`config.mk`:
```
export PLATFORM = sky130hd
export DESIGN_NAME = rxc_dev_flat
export DESIGN_NICKNAME = d
export VERILOG_FILES = /design/src/rxc_pkg.sv /design/src/rxc_if.sv /design/src/rxc_dev.sv /design/src/flat_wrapper.sv
export SDC_FILE = /design/constraint.sdc
export NUM_CORES = 1
export LEC_CHECK = 0
export BUFFER_PORTS_ARGS = -buffer_cell sky130_fd_sc_hd__buf_2
export CORE_AREA = 5 5 107 109
export CTS_CLUSTER_DIAMETER = 100
export DETAILED_ROUTE_END_ITERATION = 7
export DIE_AREA = 0 0 112 114
export GPL_TIMING_DRIVEN = 0
export PLACE_DENSITY = 0.8
export SYNTH_ARGS = -nofsm -noshare
export SYNTH_HDL_FRONTEND = slang
export SYNTH_SLANG_ARGS = --single-unit
```
`constraint.sdc`:
```
create_clock -name clk_i -period 4 [get_ports clk_i]
set_clock_uncertainty 0.15 [all_clocks]
set_input_delay 0.6 -clock clk_i [delete_from_list [all_inputs] [get_ports clk_i]]
set_output_delay 0.6 -clock clk_i [all_outputs]
set_load 0.005 [all_outputs]
```
`src/rxc_pkg.sv`:
```
/*
 * Shared constants for the receiver calibration and trim register bank:
 * serial framing, register address codes, field positions, reset values.
 * Assumes both serial ends include this package; one 25 MHz system clock.
 */
package rxc_pkg;
    localparam int WORD_BITS = 32;
    localparam logic [2:0] ADDR_CAL = 3'h2;
    localparam logic [2:0] ADDR_MIX = 3'h3;
    localparam logic [2:0] ADDR_REG4 = 3'h4;
    localparam logic [2:0] ADDR_BIAS = 3'h5;
    // Calibration register fields
    localparam int CAL_START_BIT = 5;
    localparam int IDAC_LSB = 6;
    localparam int QDAC_LSB = 14;
    localparam int IDET_LSB = 22;
    localparam int CAL_SEL_BIT = 24;
    localparam int DIV_LSB = 25;
    localparam int CLK_SEL_BIT = 28;
    localparam int TRIM_LSB = 29;
    localparam logic [7:0] IDAC_RST = 8'h80;
    localparam logic [7:0] QDAC_RST = 8'h80;
    localparam logic [1:0] IDET_RST = 2'h3;
    localparam logic CAL_SEL_RST = 1'b1;
    localparam logic [2:0] DIV_RST = 3'h0;
    localparam logic CLK_SEL_RST = 1'b1;
    localparam logic [2:0] TRIM_RST = 3'h1;
    // Mixer-load register fields
    localparam int LOAD_LSB = 5;
    localparam int LOAD_BITS = 24;
    localparam int BYPASS_BIT = 29;
    localparam int PEAK_LSB = 30;
    localparam logic [1:0] PEAK_RST = 2'h1;
    localparam logic [1:0] PEAK_BYPASS = 2'h0;
    // Bias register fields
    localparam int BIAS_LSB = 5;
    localparam int BIAS_FIELDS = 6;
    localparam logic [1:0] BIAS_RST = 2'h1;
    // Serial half period
    localparam int SER_HALF_NS = 160;
    localparam int CLK_NS = 40;
    localparam int SER_HALF_CYC = (SER_HALF_NS / CLK_NS < 1) ? 1 : SER_HALF_NS / CLK_NS;
    // Divider ratios; last one is 16384, so the ratio values need 15 bits
    localparam int DIV_W = 15;
    localparam logic [14:0] RATIO_0 = 15'h0001;
    localparam logic [14:0] RATIO_1 = 15'h0008;
    localparam logic [14:0] RATIO_2 = 15'h0010;
    localparam logic [14:0] RATIO_3 = 15'h0080;
    localparam logic [14:0] RATIO_4 = 15'h0100;
    localparam logic [14:0] RATIO_5 = 15'h0400;
    localparam logic [14:0] RATIO_6 = 15'h0800;
    localparam logic [14:0] RATIO_7 = 15'h4000;
    typedef enum logic [2:0] {
        RXC_IDLE = 3'b001,
        RXC_SHIFT = 3'b010,
        RXC_LATCH = 3'b100
    } rxc_hst_t;
endpackage

```
`src/rxc_if.sv`:
```
/*
 * Three-wire serial link between host controller and receiver bank.
 * Assumes the host alone drives all three wires.
 */
`timescale 1ns/1ps
interface rxc_if;
    logic ser_clk;
    logic ser_data;
    logic ser_le;
    modport host (output ser_clk, output ser_data, output ser_le);
    modport dev (input ser_clk, input ser_data, input ser_le);
endinterface

```
`src/rxc_dev.sv`:
```
/*
 * Receiver end: shifts in 32-bit words, latches them into the calibration,
 * mixer-load and bias registers, and divides the calibration clock.
 * Assumes serial pins and oscillator are asynchronous to clk_i.
 */
`timescale 1ns/1ps
module rxc_dev (
    // Clock and reset
    input wire logic clk_i,
    input wire logic rst_b_i,
    // Serial link
    rxc_if.dev ser,
    // Analog side
    input wire logic osc_clk_i,
    input wire logic cal_done_i,
    // Calibration controls
    output logic [7:0] inphase_offset_dac_value_o,
    output logic [7:0] quadrature_offset_dac_value_o,
    output logic [1:0] detector_reference_current_o,
    output logic cal_auto_o,
    output logic autocal_run_o,
    output logic [2:0] osc_trim_o,
    output logic cal_tick_o,
    // Mixer and filter
    output logic [5:0] inphase_mixer_load_side_a_o,
    output logic [5:0] inphase_mixer_load_side_b_o,
    output logic [5:0] quadrature_mixer_load_side_a_o,
    output logic [5:0] quadrature_mixer_load_side_b_o,
    output logic filter_bypass_o,
    output logic [1:0] peaking_adjust_o,
    // Bias trims
    output logic [1:0] mixer_transconductance_bias_o,
    output logic [1:0] mixer_switch_common_mode_bias_o,
    output logic [1:0] local_osc_buffer_bias_o,
    output logic [1:0] mixer_output_buffer_bias_o,
    output logic [1:0] filter_bias_o,
    output logic [1:0] filter_output_buffer_bias_o
);
    import rxc_pkg::*;

    typedef struct packed {
        logic [1:0] clk_s;
        logic [1:0] dat_s;
        logic [1:0] le_s;
        logic [1:0] osc_s;
        logic clk_q;
        logic le_q;
        logic osc_q;
        logic [31:0] shift;
        logic [31:0] cal;
        logic [31:0] mix;
        logic [31:0] bias;
        logic [DIV_W-1:0] div_cnt;
        logic tick;
    } rxc_dev_st_t;

    rxc_dev_st_t st_ff;
    rxc_dev_st_t nxt_st;

    localparam logic [31:0] CAL_RST = {TRIM_RST, CLK_SEL_RST, DIV_RST, CAL_SEL_RST,
                                       IDET_RST, QDAC_RST, IDAC_RST, 6'h00};
    localparam logic [31:0] MIX_RST = {PEAK_RST, 30'h00000000};
    localparam logic [31:0] BIAS_RST_W = {15'h0000, {BIAS_FIELDS{BIAS_RST}}, 5'h00};

    function automatic logic [DIV_W-1:0] ratio_of(input logic [2:0] code);
        case (code)
            3'h0: ratio_of = RATIO_0;
            3'h1: ratio_of = RATIO_1;
            3'h2: ratio_of = RATIO_2;
            3'h3: ratio_of = RATIO_3;
            3'h4: ratio_of = RATIO_4;
            3'h5: ratio_of = RATIO_5;
            3'h6: ratio_of = RATIO_6;
            default: ratio_of = RATIO_7;
        endcase
    endfunction

    ////////////////////////////////////////////////////////////////////////
    logic clk_rise;
    logic le_rise;
    logic osc_rise;
    logic src_edge;

    always_comb begin
        nxt_st = st_ff;
        nxt_st.clk_s = {st_ff.clk_s[0], ser.ser_clk};
        nxt_st.dat_s = {st_ff.dat_s[0], ser.ser_data};
        nxt_st.le_s = {st_ff.le_s[0], ser.ser_le};
        nxt_st.osc_s = {st_ff.osc_s[0], osc_clk_i};
        nxt_st.clk_q = st_ff.clk_s[1];
        nxt_st.le_q = st_ff.le_s[1];
        nxt_st.osc_q = st_ff.osc_s[1];
        clk_rise = st_ff.clk_s[1] & ~st_ff.clk_q;
        le_rise = st_ff.le_s[1] & ~st_ff.le_q;
        osc_rise = st_ff.osc_s[1] & ~st_ff.osc_q;
        // First bit sent ends up in bit 0
        if (clk_rise) begin
            nxt_st.shift = {st_ff.dat_s[1], st_ff.shift[31:1]};
        end
        // Done clears start; a write in the same cycle wins below
        if (cal_done_i) begin
            nxt_st.cal[CAL_START_BIT] = 1'b0;
        end
        if (le_rise) begin
            case (st_ff.shift[2:0])
                ADDR_CAL: nxt_st.cal = st_ff.shift;
                ADDR_MIX: nxt_st.mix = st_ff.shift;
                ADDR_BIAS: nxt_st.bias = st_ff.shift;
                default: ;
            endcase
        end
        // Calibration clock source and divider
        src_edge = st_ff.cal[CLK_SEL_BIT] ? osc_rise : clk_rise;
        nxt_st.tick = 1'b0;
        if (src_edge) begin
            if (st_ff.div_cnt >= ratio_of(st_ff.cal[DIV_LSB +: 3]) - 15'h0001) begin
                nxt_st.div_cnt = 15'h0000;
                nxt_st.tick = 1'b1;
            end else begin
                nxt_st.div_cnt = st_ff.div_cnt + 15'h0001;
            end
        end
    end

    always_ff @(posedge clk_i or negedge rst_b_i) begin
        if (!rst_b_i) begin
            st_ff <= '0;
            st_ff.cal <= CAL_RST;
            st_ff.mix <= MIX_RST;
            st_ff.bias <= BIAS_RST_W;
        end else begin
            st_ff <= nxt_st;
        end
    end

    ////////////////////////////////////////////////////////////////////////
    assign inphase_offset_dac_value_o = st_ff.cal[IDAC_LSB +: 8];
    assign quadrature_offset_dac_value_o = st_ff.cal[QDAC_LSB +: 8];
    assign detector_reference_current_o = st_ff.cal[IDET_LSB +: 2];
    assign cal_auto_o = st_ff.cal[CAL_SEL_BIT];
    // Start only matters when automatic method is chosen
    assign autocal_run_o = st_ff.cal[CAL_START_BIT] & st_ff.cal[CAL_SEL_BIT];
    assign osc_trim_o = st_ff.cal[TRIM_LSB +: 3];
    assign cal_tick_o = st_ff.tick;
    assign inphase_mixer_load_side_a_o = st_ff.mix[LOAD_LSB +: 6];
    assign inphase_mixer_load_side_b_o = st_ff.mix[LOAD_LSB + 6 +: 6];
    assign quadrature_mixer_load_side_a_o = st_ff.mix[LOAD_LSB + 12 +: 6];
    assign quadrature_mixer_load_side_b_o = st_ff.mix[LOAD_LSB + 18 +: 6];
    assign filter_bypass_o = st_ff.mix[BYPASS_BIT];
    assign peaking_adjust_o = st_ff.mix[PEAK_LSB +: 2];
    assign mixer_transconductance_bias_o = st_ff.bias[BIAS_LSB +: 2];
    assign mixer_switch_common_mode_bias_o = st_ff.bias[BIAS_LSB + 2 +: 2];
    assign local_osc_buffer_bias_o = st_ff.bias[BIAS_LSB + 4 +: 2];
    assign mixer_output_buffer_bias_o = st_ff.bias[BIAS_LSB + 6 +: 2];
    assign filter_bias_o = st_ff.bias[BIAS_LSB + 8 +: 2];
    assign filter_output_buffer_bias_o = st_ff.bias[BIAS_LSB + 10 +: 2];
endmodule

```
`src/flat_wrapper.sv`:
```
// flat-port wrapper written by rule: the top's interface ports become plain ports
module rxc_dev_flat import rxc_pkg::*;
  (clk_i, rst_b_i, osc_clk_i, cal_done_i, inphase_offset_dac_value_o, quadrature_offset_dac_value_o, detector_reference_current_o, cal_auto_o, autocal_run_o, osc_trim_o, cal_tick_o, inphase_mixer_load_side_a_o, inphase_mixer_load_side_b_o, quadrature_mixer_load_side_a_o, quadrature_mixer_load_side_b_o, filter_bypass_o, peaking_adjust_o, mixer_transconductance_bias_o, mixer_switch_common_mode_bias_o, local_osc_buffer_bias_o, mixer_output_buffer_bias_o, filter_bias_o, filter_output_buffer_bias_o, ser_ser_clk, ser_ser_data, ser_ser_le);
  rxc_if ser_i ();
  input wire logic clk_i;
  input wire logic rst_b_i;
  input wire logic osc_clk_i;
  input wire logic cal_done_i;
  output logic [7:0] inphase_offset_dac_value_o;
  output logic [7:0] quadrature_offset_dac_value_o;
  output logic [1:0] detector_reference_current_o;
  output logic cal_auto_o;
  output logic autocal_run_o;
  output logic [2:0] osc_trim_o;
  output logic cal_tick_o;
  output logic [5:0] inphase_mixer_load_side_a_o;
  output logic [5:0] inphase_mixer_load_side_b_o;
  output logic [5:0] quadrature_mixer_load_side_a_o;
  output logic [5:0] quadrature_mixer_load_side_b_o;
  output logic filter_bypass_o;
  output logic [1:0] peaking_adjust_o;
  output logic [1:0] mixer_transconductance_bias_o;
  output logic [1:0] mixer_switch_common_mode_bias_o;
  output logic [1:0] local_osc_buffer_bias_o;
  output logic [1:0] mixer_output_buffer_bias_o;
  output logic [1:0] filter_bias_o;
  output logic [1:0] filter_output_buffer_bias_o;
  input wire logic [$bits(ser_i.ser_clk)-1:0] ser_ser_clk;
  input wire logic [$bits(ser_i.ser_data)-1:0] ser_ser_data;
  input wire logic [$bits(ser_i.ser_le)-1:0] ser_ser_le;
  assign ser_i.ser_clk = ser_ser_clk;
  assign ser_i.ser_data = ser_ser_data;
  assign ser_i.ser_le = ser_ser_le;
  rxc_dev u_core (.clk_i(clk_i), .rst_b_i(rst_b_i), .ser(ser_i), .osc_clk_i(osc_clk_i), .cal_done_i(cal_done_i), .inphase_offset_dac_value_o(inphase_offset_dac_value_o), .quadrature_offset_dac_value_o(quadrature_offset_dac_value_o), .detector_reference_current_o(detector_reference_current_o), .cal_auto_o(cal_auto_o), .autocal_run_o(autocal_run_o), .osc_trim_o(osc_trim_o), .cal_tick_o(cal_tick_o), .inphase_mixer_load_side_a_o(inphase_mixer_load_side_a_o), .inphase_mixer_load_side_b_o(inphase_mixer_load_side_b_o), .quadrature_mixer_load_side_a_o(quadrature_mixer_load_side_a_o), .quadrature_mixer_load_side_b_o(quadrature_mixer_load_side_b_o), .filter_bypass_o(filter_bypass_o), .peaking_adjust_o(peaking_adjust_o), .mixer_transconductance_bias_o(mixer_transconductance_bias_o), .mixer_switch_common_mode_bias_o(mixer_switch_common_mode_bias_o), .local_osc_buffer_bias_o(local_osc_buffer_bias_o), .mixer_output_buffer_bias_o(mixer_output_buffer_bias_o), .filter_bias_o(filter_bias_o), .filter_output_buffer_bias_o(filter_output_buffer_bias_o));
endmodule
```
Word-level counts from Yosys, hierarchy flattened
Index checks and enable logic that the tools add are counted.

storage, ports and cells
  bits in registers = 155
  bits in latches = 0
  memory bits (writable) = 0
  bits in read-only memories = 0
  input port bits = 7
  logic and storage cells = 48
  memories kept = 0

operators by class
  add/sub/neg operators = 2
  multipliers = 0
  divide/modulo/power cells = 0
  magnitude comparators = 1
  equal/unequal tests = 9
  shift-type cells = 0
  muxes and demuxes = 11
  bitwise logic cells = 7
  reductions and logical operators = 4

operators with widths
  cell                     count
  $pmux W15 S7             1
  $mux W70                 1
  $mux W32                 2
  $mux W15                 2
  $add A15 B1 Y15 const B  1
  $ge A15 B15 Y1           1
  $sub A15 B1 Y15 const B  1
  $eq A3 B2 Y1 const B     4
  $eq A3 B3 Y1 const B     4
  $mux W6                  1
  $reduce_and A2 Y1        3
  $and A1 B1 Y1            4
  $mux W1                  4
  $eq A3 B1 Y1 const B     1
  $logic_not A3 Y1         1
  $not A1 Y1               3

Logic depth before layout (Yosys ltp)
  word-level depth = 8
  mapped depth = 13

Least setup slack after synthesis
Ideal clock, no wire load.

  path type = register to register
  start = register u_core.st_ff[106] (netlist name)
  end = register u_core.st_ff[10] (netlist name)
  library setup time = 0.132 ns
  arrival = 2.858 ns
  data required time = 3.718 ns
  slack = 0.860 ns
  cell stages (with the launch flop) = 13
  buffers on the path = 1
  clock period less this slack = 3.140 ns
  path through = dfrtp_1 -> clkbuf_1 -> or3_1 -> ha_1 -> nor3_1 -> a21o_1 -> a21oi_1 -> ha_1 -> o21ai_0 -> a211oi_1 -> a21oi_4 -> nor2_2 -> nor2_1

between the ends
  longest elaborated chain between the ends = 6
  elaborated cells on any way between the ends = 12

ends and longest elaborated chain
  what                                  line            source
  start, declared                       rxc_dev.sv:57   rxc_dev_st_t st_ff;
  start signal, assigned                rxc_dev.sv:132  st_ff <= nxt_st;
  $eq A3 B3 Y1 (tied with other cells)  rxc_dev.sv:66   case (code)
  $pmux W15 S7 (*)                      rxc_dev.sv:66
  $mux W15 (*)                          rxc_dev.sv:115  if (src_edge) begin
  $sub A15 B1 Y15 (*)                   rxc_dev.sv:116  if (st_ff.div_cnt >= ratio_of(st_ff.cal[DIV_LSB +: 3]) - 15'h0001) begin
  $ge A15 B15 Y1 (*)                    rxc_dev.sv:116
  $mux W15 (*)                          rxc_dev.sv:116

Mark *: on every way between the ends. The rest lies on a longest branch, timed or not. The select of a mux whose other input is x is not followed.
A chain may end at the register's enable or synchronous reset.

Worst setup path after layout
  start = register u_core.st_ff[106] (netlist name)
  end = register u_core.st_ff[12] (netlist name)

Same word-level chain as after synthesis.

==> metrics.txt <==
status finished clean; warnings from Yosys 0; Met2 Wirelength 5.35 mm; CTS tree done; total CTS buffers 17; Crit Path Max Fanout 10; number of port buffers 69; GRT Residual Overflow 0; Sinks on Clock Net 125; Max Cap Viol 0; gpl congestion 0.854; Cell Pwr Density 510 nW/um^2; Rel. slew slack 56.1%; Mapped Area 5660 sq um; Met1 Wirelength 4.42 mm; Clk Tree Root Cell clkbuf_8; Starting Density 53.9%; Distinct cells, synth 43; via/cell ratio 5.16; post-route cell area 6790 sq um; switching power 0.938 mW; Comb power frac 13.5%; sequential area share after synthesis 55.6%; Core ar. 10,500 sq um; most numerous cell in the Yosys netlist dfrtp_1; DR pass1 iterations 4; Setup Buffers After CTS 0; post-synth top area share 49.1%; DRT antenna net count 0; critical hold path startpoint ser_ser_clk; Sw Ratio 27.1%; WL final 10.5 mm; cells after synthesis 434; Final Hold Fails 0; commonest cells in the netlist dfrtp_1 (111), mux2_2 (71), buf_4 (59); Reg power frac 44.5%; CTS resizes 0; first-pass GRT wire length 18.0 mm; Syn Area/Cell 13.0 sq um; clk slew on worst S/H paths 0.06 ns; drc violations 0; Power Internal 2.53 mW; reg2reg start u_core.st_ff[106]; Rows 38; Ports 70; Final Cycle Share 89.9%; Setup crit start u_core.st_ff[106]; final hold slack 0.0370 ns; Antenna Cells 0; post-DP HPWL 7.18 mm; unrepaired setup endpoints after global routing no; DR iter-0 viols 157; Clk pwr share 42.0%; crit path time final 3.60 ns; post-placement cell area 6210 sq um; Post-synth ARST share 100%; die area 12,800 sq um; DP Worst Slack 0.461 ns; Max IR drop VDD 306 uV; Nets 548; largest net degree at the start of global routing 85; Most used DFF post-synth dfrtp_1; top cells by area, synth dfrtp_1 (49%), mux2_2 (14%), buf_4 (7.8%); CP Capture Type flop; synth-to-layout area growth 19.9%; Final Power 3.46 mW; highest metal used met4; FF+latch count, synth 125; Post-Syn Nets 458; DIE WIDTH 112 um; number of synthesized flops with an enable pin 0; layout cell share with drive strength beyond 1 48.2%; clk_lat worst skew 0.52 ns; fin util 64.6%; setup_tns 0 ns; H-tree depth 4; final setup fails 0; final cell count without fillers 677; Crit Path Class flop to flop; die extent in y 114 um; routed vias 3,491; final setup margin 0.404 ns; Worst Path Arrival 3.83 ns; Lkg Pwr 3.57 nW; Worst-Margin Slew 0.652 ns; max-slew violations 0; dpl cells 644; initial antenna violation count 0; Startpoint Class flop; CP Data Required Time 4.23 ns; worst hold path class input port to flop; clock buffer depth 2; leading area contributor after synthesis dfrtp_1; number of global-route vias before repair 3,717; wire length per cell 15.5 um; Achievable Freq 0.278 GHz; met3 WL 543 um; All-Layer GR Usage 17.8%; CTS Hold Bufs 1
cell type report:
cell class / count / area (sq um)
Fill cell: 795 / 3720
Sequential cell: 125 / 3150
Multi-Input combinational cell: 229 / 1980
Buffer: 73 / 507
Clock buffer: 21 / 449
Timing Repair Buffer: 71 / 389
Tap cell: 140 / 175
Clock inverter: 11 / 115
Inverter: 7 / 26.3
placed cells by master (no fill, tap or decap), drive strengths merged, types with 2 or more instances in the layout:
cell type | netlist | routed
clkinv | 0 | 6
clkbuf | 10 | 31
a211oi | 5 | 5
nand4 | 3 | 3
xor2 | 5 | 5
a21oi | 5 | 5
o31ai | 2 | 2
xnor2 | 3 | 3
o211ai | 2 | 2
o21a | 2 | 2
inv | 7 | 9
a21o | 2 | 2
bufinv | 0 | 2
buf | 63 | 133
dfrtp | 111 | 111
o21ai | 15 | 15
ha | 17 | 17
nand2 | 23 | 23
a211o | 2 | 2
nor2 | 14 | 14
nor3 | 4 | 4
nand2b | 4 | 4
dfstp | 14 | 14
or3 | 2 | 2
and3 | 2 | 2
nor4 | 2 | 2
nand3 | 12 | 12
mux2 | 95 | 95
state kept, by name (all words and copies together), names as in the netlist:
name	cells
u_core.cal_tick_o	1
u_core.osc_trim_o	3
u_core.quadrature_mixer_load_side_a_o	6
u_core.filter_bias_o	2
u_core.mixer_transconductance_bias_o	2
u_core.detector_reference_current_o	2
u_core.quadrature_offset_dac_value_o	8
u_core.quadrature_mixer_load_side_b_o	6
u_core.nxt_st	7
u_core.mixer_switch_common_mode_bias_o	2
u_core.local_osc_buffer_bias_o	2
u_core.st_ff	56
u_core.mixer_output_buffer_bias_o	2
u_core.inphase_offset_dac_value_o	8
u_core.inphase_mixer_load_side_b_o	6
u_core.cal_auto_o	1
u_core.inphase_mixer_load_side_a_o	6
u_core.peaking_adjust_o	2
u_core.filter_output_buffer_bias_o	2
u_core.filter_bypass_o	1
worst max-delay path, stage by stage, from the launching register on:
cell	delay [ns]
dfrtp_1	0.35
clkbuf_1	0.19
or3_1	0.47
ha_1	0.29
nor3_1	0.21
a21o_1	0.10
a21oi_1	0.07
ha_1	0.30
o21ai_0	0.09
a211oi_1	0.57
a21oi_4	0.18
nor2_2	0.37
nor2_1	0.11
power by group through the flow:
stage | clock (mW) | sequential [mW] | combinational (mW)
2_1_floorplan | 0 | 1.51 | 0.362
3_3_place_gp | 0 | 1.54 | 0.434
3_5_place_dp | 0 | 1.56 | 0.468
4_1_cts | 1.48 | 1.54 | 0.474
5_1_grt | 1.54 | 1.56 | 0.532
6_report | 1.46 | 1.54 | 0.468
cell families after synthesis:
kind of cell / synth area share, %
other: 0.0662
AO/OA/AOI/OAI: 4.62
XOR/XNOR: 1.24
buffers and inverters: 9.42
flip-flops: 55.6
adder cells (fa/ha/maj): 3.76
multiplexers: 18.9
AND/OR/NAND/NOR: 6.43
per-layer routing:
layer	vias to the layer above	global-route usage, %
met5	-	0
met4	0	6.81
met2	84	29.1
li1	1630	-
met1	1757	22.1
met3	20	6.10
final timing paths:
kind	endpoint	slack [ns]	depth (start not counted)
max reg2reg	u_core.st_ff[12]	0.40	12
max in group asynchronous	u_core.local_osc_buffer_bias_o[0]	2.54	3
min reg2reg	u_core.nxt_st[144]	0.20	0
min	u_core.nxt_st[154]	0.04	1
max	u_core.st_ff[12]	0.40	12
min in group asynchronous	u_core.st_ff[15]	0.42	2
No activity file was read; power rests on OpenSTA's default activity.
